==> src/rtl/mtk_pkg.sv <==
// Purpose: constants and types for the modem transmit keying sequencer
// Assumes: 20 MHz pclk, APB slave with 32-bit data
// Notes: delays are kept as whole milliseconds
// How it works
// - three delays, 0 to 2000 ms, 1 ms steps
// - delays exchanged as +####.## text, kept nonvolatile
// - polarity command saves polarity, enables keying
// - enabled until disable, then plain output
// - command while enabled starts pre-key delay
// - pre-key end keys output, starts warm-up
// - response sent only after warm-up ends
// - last character starts hold, output stays keyed
// - hold end unkeys, ready for next command
// - idle level low for high, high for low
// - stored keying settings apply at power-up
// - default mode disables keying and all delays
// - keying owns output bit 0 over alarms
// - tag write stores up to 16 characters
// - tag longer than 16 discarded, unchanged
// - tag read returns message, variable length
// - delay reads return stored milliseconds
// - protected commands need preceding write enable
// - successful protected command clears write enable
// - other errors keep write enable until success
// - pre-key delay starts at carriage return
package mtk_pkg;
  // ************************************
  // register byte offsets
  // ************************************
  localparam logic [7:0] MTK_CMD_OFS = 8'h00;
  localparam logic [7:0] MTK_STAT_OFS = 8'h04;
  localparam logic [7:0] MTK_DLY1_OFS = 8'h08;
  localparam logic [7:0] MTK_DLY2_OFS = 8'h0C;
  localparam logic [7:0] MTK_DLY3_OFS = 8'h10;
  localparam logic [7:0] MTK_ARG_OFS = 8'h14;
  localparam logic [7:0] MTK_TXT0_OFS = 8'h18;
  localparam logic [7:0] MTK_TAG0_OFS = 8'h28;
  localparam int MTK_TAG_WORDS = 4;
  // ************************************
  // fields and limits
  // ************************************
  localparam int MTK_CMD_LEN_LSB = 4;
  localparam int MTK_CMD_LEN_W = 5;
  localparam logic [4:0] MTK_TAG_MAX = 5'h10;
  localparam logic [10:0] MTK_DLY_MAX = 11'h7D0;
  localparam int MTK_DLY_W = 11;
  // ************************************
  // timing
  // ************************************
  localparam int MTK_CLK_NS = 50;
  localparam int MTK_TICK_NS = 1000000;
  localparam int MTK_TICK_CYC = MTK_TICK_NS / MTK_CLK_NS;
  // ************************************
  // commands and results
  // ************************************
  typedef enum logic [3:0] {
    MTK_C_NONE = 4'h0, MTK_C_WE = 4'h1, MTK_C_KEY_HI = 4'h2, MTK_C_KEY_LO = 4'h3,
    key_disable_cmd = 4'h4, MTK_C_SET1 = 4'h5, MTK_C_SET2 = 4'h6, MTK_C_SET3 = 4'h7,
    write_tag_text_cmd = 4'h8, read_pre_key_delay_cmd = 4'h9, read_warmup_delay_cmd = 4'hA,
    read_hold_delay_cmd = 4'hB, read_tag_text_cmd = 4'hC
  } mtk_cmd_t;
  typedef enum logic [1:0] {
    MTK_R_OK = 2'h0, MTK_R_WPROT = 2'h1, MTK_R_RANGE = 2'h2, MTK_R_BAD = 2'h3
  } mtk_res_t;
  typedef enum logic [4:0] {
    MTK_S_IDLE = 5'h01, MTK_S_PRE = 5'h02, MTK_S_WARM = 5'h04, MTK_S_SEND = 5'h08, MTK_S_HOLD = 5'h10
  } mtk_state_t;
  // ************************************
  // carriers
  // ************************************
  typedef struct packed {
    logic key_en;
    logic pol_high;
    logic [MTK_DLY_W-1:0] pre_key_delay;
    logic [MTK_DLY_W-1:0] warmup_delay;
    logic [MTK_DLY_W-1:0] hold_delay;
    logic [4:0] tag_len;
    logic [127:0] tag;
  } mtk_nv_t;
  typedef struct packed {
    logic valid;
    logic last;
    logic [7:0] data;
  } mtk_byte_t;
  localparam mtk_nv_t MTK_NV_RST = '0;
endpackage : mtk_pkg

==> src/rtl/mtk_keyer.sv <==
// Purpose: keys a modem transmitter around each response message
// Assumes: command parser pulses cmd_cr_rx at each carriage return
// Notes: text conversion of +####.## values is done by the parser
module mtk_keyer #(
  parameter int TICK_CYC = mtk_pkg::MTK_TICK_CYC
) (
  // apb slave
  input wire logic pclk,
  input wire logic presetn,
  input wire logic psel,
  input wire logic penable,
  input wire logic pwrite,
  input wire logic [7:0] paddr,
  input wire logic [31:0] pwdata,
  output logic [31:0] prdata,
  output logic pready,
  output logic pslverr,
  // host command side
  input wire logic cmd_cr_rx,
  output logic host_rx_ready,
  input wire logic default_mode,
  // response stream in, serial transmitter out
  input wire mtk_pkg::mtk_byte_t resp_in,
  output logic resp_ready,
  output mtk_pkg::mtk_byte_t tx_out,
  input wire logic tx_ready,
  // digital output bit 0
  input wire logic dout0_req,
  output logic keying_output_pin,
  // nonvolatile store
  input wire mtk_pkg::mtk_nv_t nv_restore,
  output mtk_pkg::mtk_nv_t nv_image,
  output logic nv_save
);
  import mtk_pkg::*;

  // ************************************
  // state
  // ************************************
  mtk_nv_t nv_ff, nxt_nv;
  mtk_state_t st_ff, nxt_st;
  logic we_ff, nxt_we;
  logic init_ff;
  mtk_res_t res_ff, nxt_res;
  logic [3:0] last_cmd_ff;
  logic [31:0] arg_ff;
  logic [31:0] txt_ff [MTK_TAG_WORDS];
  logic [MTK_DLY_W-1:0] cnt_ff, nxt_cnt;
  logic [15:0] div_ff;
  mtk_byte_t tx_ff, nxt_tx;
  logic pin_ff, nxt_pin;
  logic save_ff;

  // ************************************
  // apb decode
  // ************************************
  wire apb_wr = psel & penable & pwrite;
  wire apb_rd_sel = psel & ~pwrite;
  wire hit_cmd = paddr == MTK_CMD_OFS;
  wire hit_stat = paddr == MTK_STAT_OFS;
  wire hit_d1 = paddr == MTK_DLY1_OFS;
  wire hit_d2 = paddr == MTK_DLY2_OFS;
  wire hit_d3 = paddr == MTK_DLY3_OFS;
  wire hit_arg = paddr == MTK_ARG_OFS;
  wire hit_txt = (paddr >= MTK_TXT0_OFS) && (paddr < MTK_TAG0_OFS) && (paddr[1:0] == 2'h0);
  wire hit_tag = (paddr >= MTK_TAG0_OFS) && (paddr < MTK_TAG0_OFS + 8'h10) && (paddr[1:0] == 2'h0);
  wire hit_any = hit_cmd | hit_stat | hit_d1 | hit_d2 | hit_d3 | hit_arg | hit_txt | hit_tag;
  wire [1:0] widx = hit_txt ? 2'(paddr - MTK_TXT0_OFS >> 2) : 2'(paddr - MTK_TAG0_OFS >> 2);
  wire cmd_go = apb_wr & hit_cmd;
  wire [3:0] cmd_code = pwdata[3:0];
  wire [4:0] cmd_len = pwdata[MTK_CMD_LEN_LSB +: MTK_CMD_LEN_W];

  // zero wait slave; unmapped gives pslverr
  assign pready = 1'b1;
  assign pslverr = psel & penable & ~hit_any;

  function automatic logic [31:0] dly_word(input logic [MTK_DLY_W-1:0] d);
    dly_word = {21'h0, d};
  endfunction : dly_word

  always_comb begin
    prdata = 32'h0;
    if (apb_rd_sel) begin
      if (hit_cmd) prdata = {28'h0, last_cmd_ff};
      if (hit_stat) prdata = {16'h0, nv_ff.tag_len, default_mode, st_ff, nv_ff.pol_high, nv_ff.key_en, we_ff, res_ff};
      if (hit_d1) prdata = dly_word(nv_ff.pre_key_delay);
      if (hit_d2) prdata = dly_word(nv_ff.warmup_delay);
      if (hit_d3) prdata = dly_word(nv_ff.hold_delay);
      if (hit_arg) prdata = arg_ff;
      if (hit_txt) prdata = txt_ff[widx];
      if (hit_tag) prdata = nv_ff.tag[32*widx +: 32];
    end
  end

  // ************************************
  // command execution
  // ************************************
  wire is_prot = (cmd_code >= 4'(MTK_C_KEY_HI)) && (cmd_code <= 4'(write_tag_text_cmd));
  wire is_set = (cmd_code >= 4'(MTK_C_SET1)) && (cmd_code <= 4'(MTK_C_SET3));
  wire arg_ok = arg_ff <= {21'h0, MTK_DLY_MAX};
  wire len_ok = cmd_len <= MTK_TAG_MAX;
  wire known = cmd_code != 4'(MTK_C_NONE) && cmd_code <= 4'(read_tag_text_cmd);
  logic [127:0] txt_flat;
  always_comb begin
    for (int i = 0; i < MTK_TAG_WORDS; i++) begin
      txt_flat[32*i +: 32] = txt_ff[i];
    end
  end

  always_comb begin
    nxt_nv = nv_ff;
    nxt_we = we_ff;
    nxt_res = res_ff;
    if (!init_ff) begin
      nxt_nv = nv_restore;
    end else if (cmd_go) begin
      nxt_res = MTK_R_OK;
      if (!known) begin
        nxt_res = MTK_R_BAD;
      end else if (is_prot && !we_ff) begin
        nxt_res = MTK_R_WPROT;
      end else if (is_set && !arg_ok) begin
        nxt_res = MTK_R_RANGE;
      end else if (cmd_code == 4'(write_tag_text_cmd) && !len_ok) begin
        nxt_res = MTK_R_RANGE;
      end else begin
        case (cmd_code)
          4'(MTK_C_KEY_HI), 4'(MTK_C_KEY_LO): begin
            nxt_nv.key_en = 1'b1;
            nxt_nv.pol_high = cmd_code == 4'(MTK_C_KEY_HI);
          end
          4'(key_disable_cmd): nxt_nv.key_en = 1'b0;
          4'(MTK_C_SET1): nxt_nv.pre_key_delay = arg_ff[MTK_DLY_W-1:0];
          4'(MTK_C_SET2): nxt_nv.warmup_delay = arg_ff[MTK_DLY_W-1:0];
          4'(MTK_C_SET3): nxt_nv.hold_delay = arg_ff[MTK_DLY_W-1:0];
          4'(write_tag_text_cmd): begin
            nxt_nv.tag = txt_flat;
            nxt_nv.tag_len = cmd_len;
          end
          default: ;
        endcase
      end
      if (known && cmd_code == 4'(MTK_C_WE)) nxt_we = 1'b1;
      else if (nxt_res == MTK_R_OK || nxt_res == MTK_R_WPROT) nxt_we = 1'b0;
    end
  end

  wire do_save = init_ff && cmd_go && is_prot && we_ff && nxt_res == MTK_R_OK;

  always_ff @(posedge pclk or negedge presetn) begin
    if (!presetn) begin
      nv_ff <= MTK_NV_RST;
      we_ff <= 1'b0;
      res_ff <= MTK_R_OK;
      init_ff <= 1'b0;
      save_ff <= 1'b0;
    end else begin
      nv_ff <= nxt_nv;
      we_ff <= nxt_we;
      res_ff <= nxt_res;
      init_ff <= 1'b1;
      save_ff <= do_save;
    end
  end

  always_ff @(posedge pclk or negedge presetn) begin
    if (!presetn) begin
      last_cmd_ff <= 4'h0;
      arg_ff <= 32'h0;
      for (int i = 0; i < MTK_TAG_WORDS; i++) txt_ff[i] <= 32'h0;
    end else if (apb_wr) begin
      if (hit_cmd) last_cmd_ff <= cmd_code;
      if (hit_arg) arg_ff <= pwdata;
      if (hit_txt) txt_ff[widx] <= pwdata;
    end
  end

  assign nv_image = nv_ff;
  assign nv_save = save_ff;

  // ************************************
  // keying sequencer
  // ************************************
  // default mode shuts keying off
  wire seq_on = nv_ff.key_en & ~default_mode & init_ff;
  wire tick = div_ff == 16'(TICK_CYC - 1);
  wire cnt_zero = cnt_ff == '0;
  wire tx_take = tx_ff.valid & tx_ready;
  wire tx_done_last = tx_take & tx_ff.last;
  wire in_send = st_ff == MTK_S_SEND;
  wire pass = seq_on ? in_send : 1'b1;
  assign resp_ready = pass & (~tx_ff.valid | tx_ready);
  wire resp_take = resp_in.valid & resp_ready;
  assign host_rx_ready = st_ff == MTK_S_IDLE;

  always_comb begin
    nxt_st = st_ff;
    nxt_cnt = cnt_ff;
    case (st_ff)
      MTK_S_IDLE: begin
        if (seq_on && cmd_cr_rx) begin
          nxt_st = MTK_S_PRE;
          nxt_cnt = nv_ff.pre_key_delay;
        end
      end
      MTK_S_PRE: begin
        if (cnt_zero) begin
          nxt_st = MTK_S_WARM;
          nxt_cnt = nv_ff.warmup_delay;
        end
      end
      MTK_S_WARM: if (cnt_zero) nxt_st = MTK_S_SEND;
      MTK_S_SEND: begin
        if (tx_done_last) begin
          nxt_st = MTK_S_HOLD;
          nxt_cnt = nv_ff.hold_delay;
        end
      end
      MTK_S_HOLD: if (cnt_zero) nxt_st = MTK_S_IDLE;
      default: nxt_st = MTK_S_IDLE;
    endcase
    if (nxt_st == st_ff && !cnt_zero && tick) nxt_cnt = cnt_ff - 1'b1;
    if (!seq_on) nxt_st = MTK_S_IDLE;
  end

  always_comb begin
    nxt_tx = tx_ff;
    if (tx_take) nxt_tx.valid = 1'b0;
    if (resp_take) nxt_tx = resp_in;
  end

  wire key_act = st_ff == MTK_S_WARM || st_ff == MTK_S_SEND || st_ff == MTK_S_HOLD;
  wire key_level = key_act ? nv_ff.pol_high : ~nv_ff.pol_high;
  assign nxt_pin = seq_on ? key_level : dout0_req;

  always_ff @(posedge pclk or negedge presetn) begin
    if (!presetn) begin
      div_ff <= 16'h0;
    end else if (nxt_st != st_ff || tick) begin
      div_ff <= 16'h0;
    end else begin
      div_ff <= div_ff + 16'h1;
    end
  end

  always_ff @(posedge pclk or negedge presetn) begin
    if (!presetn) begin
      st_ff <= MTK_S_IDLE;
      cnt_ff <= '0;
      tx_ff <= '0;
      pin_ff <= 1'b0;
    end else begin
      st_ff <= nxt_st;
      cnt_ff <= nxt_cnt;
      tx_ff <= nxt_tx;
      pin_ff <= nxt_pin;
    end
  end

  assign tx_out = tx_ff;
  assign keying_output_pin = pin_ff;

  logic [15:0] gap_ff;
  always_ff @(posedge pclk or negedge presetn) begin
    if (!presetn) begin
      gap_ff <= 16'h0;
    end else if (nxt_st != st_ff || nxt_cnt != cnt_ff) begin
      gap_ff <= 16'h0;
    end else begin
      gap_ff <= gap_ff + 16'h1;
    end
  end
endmodule : mtk_keyer

==> config.mk <==
export PLATFORM = sky130hd
export DESIGN_NAME = mtk_keyer
export DESIGN_NICKNAME = d
export VERILOG_FILES = /design/src/rtl/mtk_pkg.sv /design/src/rtl/mtk_keyer.sv
export SDC_FILE = /design/constraint.sdc
export NUM_CORES = 1
export LEC_CHECK = 0
export ABC_CLOCK_PERIOD_IN_PS = 3700
export BUFFER_PORTS_ARGS = -buffer_cell sky130_fd_sc_hd__buf_4
export CORE_MARGIN = 3
export CORE_UTILIZATION = 51
export DETAILED_ROUTE_END_ITERATION = 16
export PLACE_DENSITY = 0.87
export SLEW_MARGIN = 20
export SYNTH_ARGS = -nofsm -noshare
export SYNTH_HDL_FRONTEND = slang
export SYNTH_SLANG_ARGS = --single-unit
==> constraint.sdc <==
create_clock -name pclk -period 3.7 [get_ports pclk]
set_input_delay 0.74 -clock pclk [delete_from_list [all_inputs] [get_ports pclk]]
set_output_delay 0.74 -clock pclk [all_outputs]
set_load 0.01 [all_outputs]
## After elaboration in Yosys (flattened, before gate mapping)

Cells that the tools add are included.

- Output and inout port bits: 216
- Register bits after elaboration: 380
- Bits of input ports: 227

- Add/subtract/negate cells: 4
- Reductions and logical operators: 48
- Shifts and indexed selects: 1
- $lt $le $gt $ge: 13
- Equality and inequality tests: 36
- Bitwise operators: 25
- Mux-type cells: 56

Operators with widths:

| operator | count |
|---|---|
| 2-to-1 mux 168 bit | 6 |
| 2-to-1 mux 32 bit | 8 |
| 2-to-1 mux 133 bit | 1 |
| bitwise mux 128 bit | 1 |
| variable part select 128 x 8 -> 32 bit | 1 |
| 2-to-1 mux 11 bit | 7 |
| binary-select mux 32 bit (select 2 bit) | 1 |
| demux 32 bit (select 2 bit) | 1 |
| 2-to-1 mux 16 bit | 4 |
| AND reduction 6 bit | 6 |
| one-hot mux 11 bit (3 select lines) | 1 |
| less-or-equal comparator 32 x 11 -> 1 bit (second input constant) | 1 |
| 2-to-1 mux 5 bit | 6 |
| one-hot mux 5 bit (5 select lines) | 1 |
| logical AND 1 bit | 19 |
| 2-to-1 mux 2 bit | 9 |
| adder 16 x 1 -> 16 bit (second input constant) | 1 |
| == test 16 x 15 -> 1 bit (second input constant) | 1 |
| == test 4 x 3 -> 1 bit (second input constant) | 4 |
| == test 8 x 4 -> 1 bit (second input constant) | 2 |
| == test 8 x 5 -> 1 bit (second input constant) | 2 |
| < comparator 8 x 6 -> 1 bit (second input constant) | 2 |
| != test 2 x 1 -> 1 bit (second input constant) | 7 |
| AND 1 bit | 11 |
| 45 further kinds | 80 |

## Logic depth before layout (Yosys ltp)

- Word-level depth: 13
- Mapped depth: 10
- Depth with buffers taken out: 8

## Worst setup path after synthesis

Ideal clock, no wire load.

- Path type: input port to output port
- From: in paddr[2]
- To: out prdata[24]
- Slack: 533 ps
- Data arrival time: 2,427 ps
- Buffers on the path: 3
- Stages on the path: 6
- Cells stage by stage: clkbuf_1 > buf_1 > clkbuf_1 > mux4_2 > a22oi_1 > a21oi_1

- Longest elaborated chain between the ends: 11

Ends and longest elaborated chain:

| what | line | text |
|---|---|---|
| start, declared | mtk_keyer.sv:13 | `input wire logic [7:0] paddr,` |
| parallel branches: the longest is 9 deep, another holds >= comparator 8 x 5 -> 1 bit | - |  |
| 2-to-1 mux 32 bit (*) | mtk_keyer.sv:91 | `if (hit_tag) prdata = nv_ff.tag[32*widx +: 32];` |
| 2-to-1 mux 32 bit (*) | mtk_keyer.sv:83 | `if (apb_rd_sel) begin` |
| end, declared | mtk_keyer.sv:15 | `output logic [31:0] prdata,` |

Mark *: on every way between the ends. The select of a mux whose other input is x is not followed.

## Final worst setup path

- From: in paddr[1]
- To: out prdata[8]

Same word-level chain as after synthesis.

==> reports/qor.yml <==
global_routing:
  globalRoute.busiestLayer: "met2"
  overflow: 0
  grt_pass1_wl_um: 103000
  antenna_found_initial: 3
  met3_usage: 0.0728
  grt_use_met1: 0.417
  grt_pass1_vias: 17200
  grt_max_degree: 123
  grtUsageTotal: 0.319
  grtUsageMet2: 0.525
detailed_routing:
  ant_nets: 0
  drtIter0Drc: 1389
  drc: 0
  routed_wl_um: 67500
  routedWlPerCell_um: 25.3
  vias_per_cell: 6.26
  vias: 16700
  drt_pass1_iterations: 5
clock_tree:
  cts.clk_slew.worst_paths_ns: 0.06
  cts_tree: "yes"
  cts_setup_buffers: 0
  clk_latency_ns: 0.55
  cts_buffer_depth: 3
  post_cts_resized: 0
  clock_sinks: 380
  numCtsBuffers: 42
  cts_root_buf: "clkbuf_16"
  hold_buffers: 0
  h-tree-depth: 2
worst_setup_path:
  r2r-start: "cnt_ff[0]$_DFFE_PN0P_"
  critical_path.startpoint: "paddr[1]"
  crit_family: "buffers and inverters"
  critPathArrivalTime_ns: 2.77
  worstSetupStartpointType: "primary input"
  end_kind: "output port"
  crit_fanout: 34
  path_buf_inv: 4
  critPathSlowestCell: "or4_1"
  critPathMaxStageDelay_ns: 0.67
  path_cells: "buf_4 > or4_1 > buf_4 > a21oi_4 > buf_12 > a22oi_1 > a21oi_1 > buf_4"
  worstSetupPathType: "in2out"
  cp.required_ns: 2.96
  ff2ff_setup_slack_ns: 0.94
  crit_path_frequent_cell: "buf_4"
sta:
  max_slew_margin: 0.266
  min_period_ns: 3.51
  worst_clock_skew_ns: 0.0199
  fmax_ghz: 0.285
  rsz0062_at_grt: "no"
  tns_ns: 0
  setup_viol: 0
  fin_crit_sh: 0.949
  worstMarginPinSlew_ns: 1.10
  finalHoldViolCount: 0
  drv_slew: 0
die:
  start_util: 0.521
  dieHeight_um: 203
  die_area_um2: 41300
  dieWidth_um: 203
  ios: 443
  core_um2: 38000
  row_count: 71
power_and_ir_drop:
  powerDensity_nw_per_um2: 434
  vdd.ir_drop.worst_mv: 0.389
  clkPwrFrac: 0.415
  power_w: 0.0109
  power_switching_w: 0.00291
  power_leakage_nw: 12.0
  switching_share: 0.267
  pwr-share-seq: 0.433
  p_int_w: 0.00802
  combPwrFrac: 0.152
logic_synthesis:
  syn-cell-area_um2: 19800
  synth_edf_count: 0
  synth_top_cell_area_share: 0.478
  synthCells: 1708
  synth_seq_area_share: 0.480
  yosysMostFrequentCell: "dfrtp_1"
  yosys_warnings: 0
  yosysUniqueCellTypes: 80
  ys.flop_type: "dfrtp_1"
  synth_area_leaders: "dfrtp_1 (48%), mux2_2 (9.9%), mux2i_1 (8.6%)"
  yosys-top-cells-count: "dfrtp_1 (379), nor2_1 (195), a21oi_1 (188), mux2_2 (174), mux2i_1 (171)"
  synth.ff_latch_count: 380
  syn_area_per_cell_um2: 11.6
  yosysTopAreaCell: "dfrtp_1"
  synthArstFlopShare: 1.00
layout:
  nets: 2347
  multi_input_area_um2: 9610
  register_area_um2: 9510
  nFillCells: 2764
  design_area_um2: 25200
  area_delta_synth_final_pct: 27.2
  drive_above_1_share: 0.403
place:
  placed_area_um2: 23700
  io_buffers: 441
  routabilityCongestion: 0.922
  hpwl_um: 47200
hold_path:
  hold_class: "in2async"
job:
  cap_violations: 0
run_status:
  status: "finished clean"
power by group through the flow:
stage | Clock (W) | Combinational (W) | Sequential, W
final | 0.00454 | 0.00166 | 0.00474
after global placement | 0 | 0.00160 | 0.00478
after global routing | 0.00477 | 0.00178 | 0.00477
after detailed placement | 0 | 0.00165 | 0.00479
after floorplan | 0 | 0.000734 | 0.00479
after CTS | 0.00459 | 0.00166 | 0.00473
worst register-to-register path: stages (launching register included):
cell     delay [ns]
dfrtp_1        0.39
inv_1          0.06
ha_1           0.22
or3b_1         0.32
nor4_4         0.12
or4b_4         0.55
a211o_4        0.38
xnor2_4        0.48
nor4_1         0.12
layout make-up:
cell class | count | area share
multi-input cells | 1187 | 0.381
clock buffers | 56 | 0.0474
diodes | 1 | 0.0000993
inverters | 17 | 0.00253
flip-flops and latches | 380 | 0.377
repair buffers | 490 | 0.154
well taps | 511 | 0.0254
clock inverters | 21 | 0.0116
metal layers:
metal,vias up,part of all wire
met1,8341,0.39
met5,-,0.00044
met2,990,0.48
li1,7125,-
met3,202,0.094
met4,4,0.042
per-stage QoR:
step / setup WS [ns] / std cells / hold WS, ns / utilization
after floorplan: 0.533 / 1709 / 0.441 / -
after global routing: 0.105 / 2663 / 0.299 / 0.663
final: 0.187 / 2663 / 0.249 / 0.663
after global placement: 0.301 / 2585 / 0.462 / 0.624
after CTS: 0.254 / 2662 / 0.262 / 0.663
after detailed placement: 0.270 / 2585 / 0.466 / 0.624
cells by family (layout without fill, tap and decap cells):
logic type | count (synthesis) | after routing | share of synthesized area
multiplexers | 414 | 414 | 0.263
flip-flops | 380 | 380 | 0.480
other | 1 | 3 | 0.000189
adder cells (fa/ha/maj) | 2 | 2 | 0.00126
XOR/XNOR | 20 | 20 | 0.00978
buffers and inverters | 142 | 584 | 0.0372
AO/OA/AOI/OAI | 346 | 346 | 0.108
AND/OR/NAND/NOR | 403 | 403 | 0.100
state kept, by name, summed over array words and instances (netlist names):
| signal | flops |
|---|---|
| arg_ff | 32 |
| cnt_ff | 11 |
| div_ff | 16 |
| init_ff | 1 |
| keying_output_pin | 1 |
| last_cmd_ff | 4 |
| nv_image | 168 |
| nv_save | 1 |
| res_ff | 2 |
| st_ff | 5 |
| tx_out | 10 |
| txt_ff | 128 |
| we_ff | 1 |
worst paths after layout:
path                       cells past startpoint                          to
hold / removal                                 1   nv_image[138]$_DFFE_PN0P_
setup reg to reg                               8         div_ff[5]$_DFF_PN0_
max in group asynchronous                      3         div_ff[8]$_DFF_PN0_
hold reg to reg                                2  last_cmd_ff[2]$_DFFE_PN0P_
min in group pclk                              2       tx_out[9]$_DFFE_PN0P_
setup / recovery                               8                   prdata[8]
cell usage in the layout, fill, tap and decap left out, drive strengths merged, types with 3 or more instances in the layout:
cell / instances
a211oi: 7
a21o: 3
a21oi: 209
a22o: 4
a22oi: 54
a31oi: 4
and2: 6
and3: 11
and4: 3
buf: 490
bufinv: 7
clkbuf: 56
clkinv: 11
dfrtp: 379
inv: 18
mux2: 175
mux2i: 171
mux4: 68
nand2: 72
nand2b: 5
nand3: 24
nand4: 9
nor2: 196
nor2b: 4
nor3: 15
nor3b: 6
nor4: 29
nor4b: 3
o211ai: 4
o21ai: 28
o221a: 6
o221ai: 6
o22ai: 4
or2: 4
or3b: 3
or4: 6
xnor2: 8
xor2: 12
No activity file was read; power rests on OpenSTA's default activity.
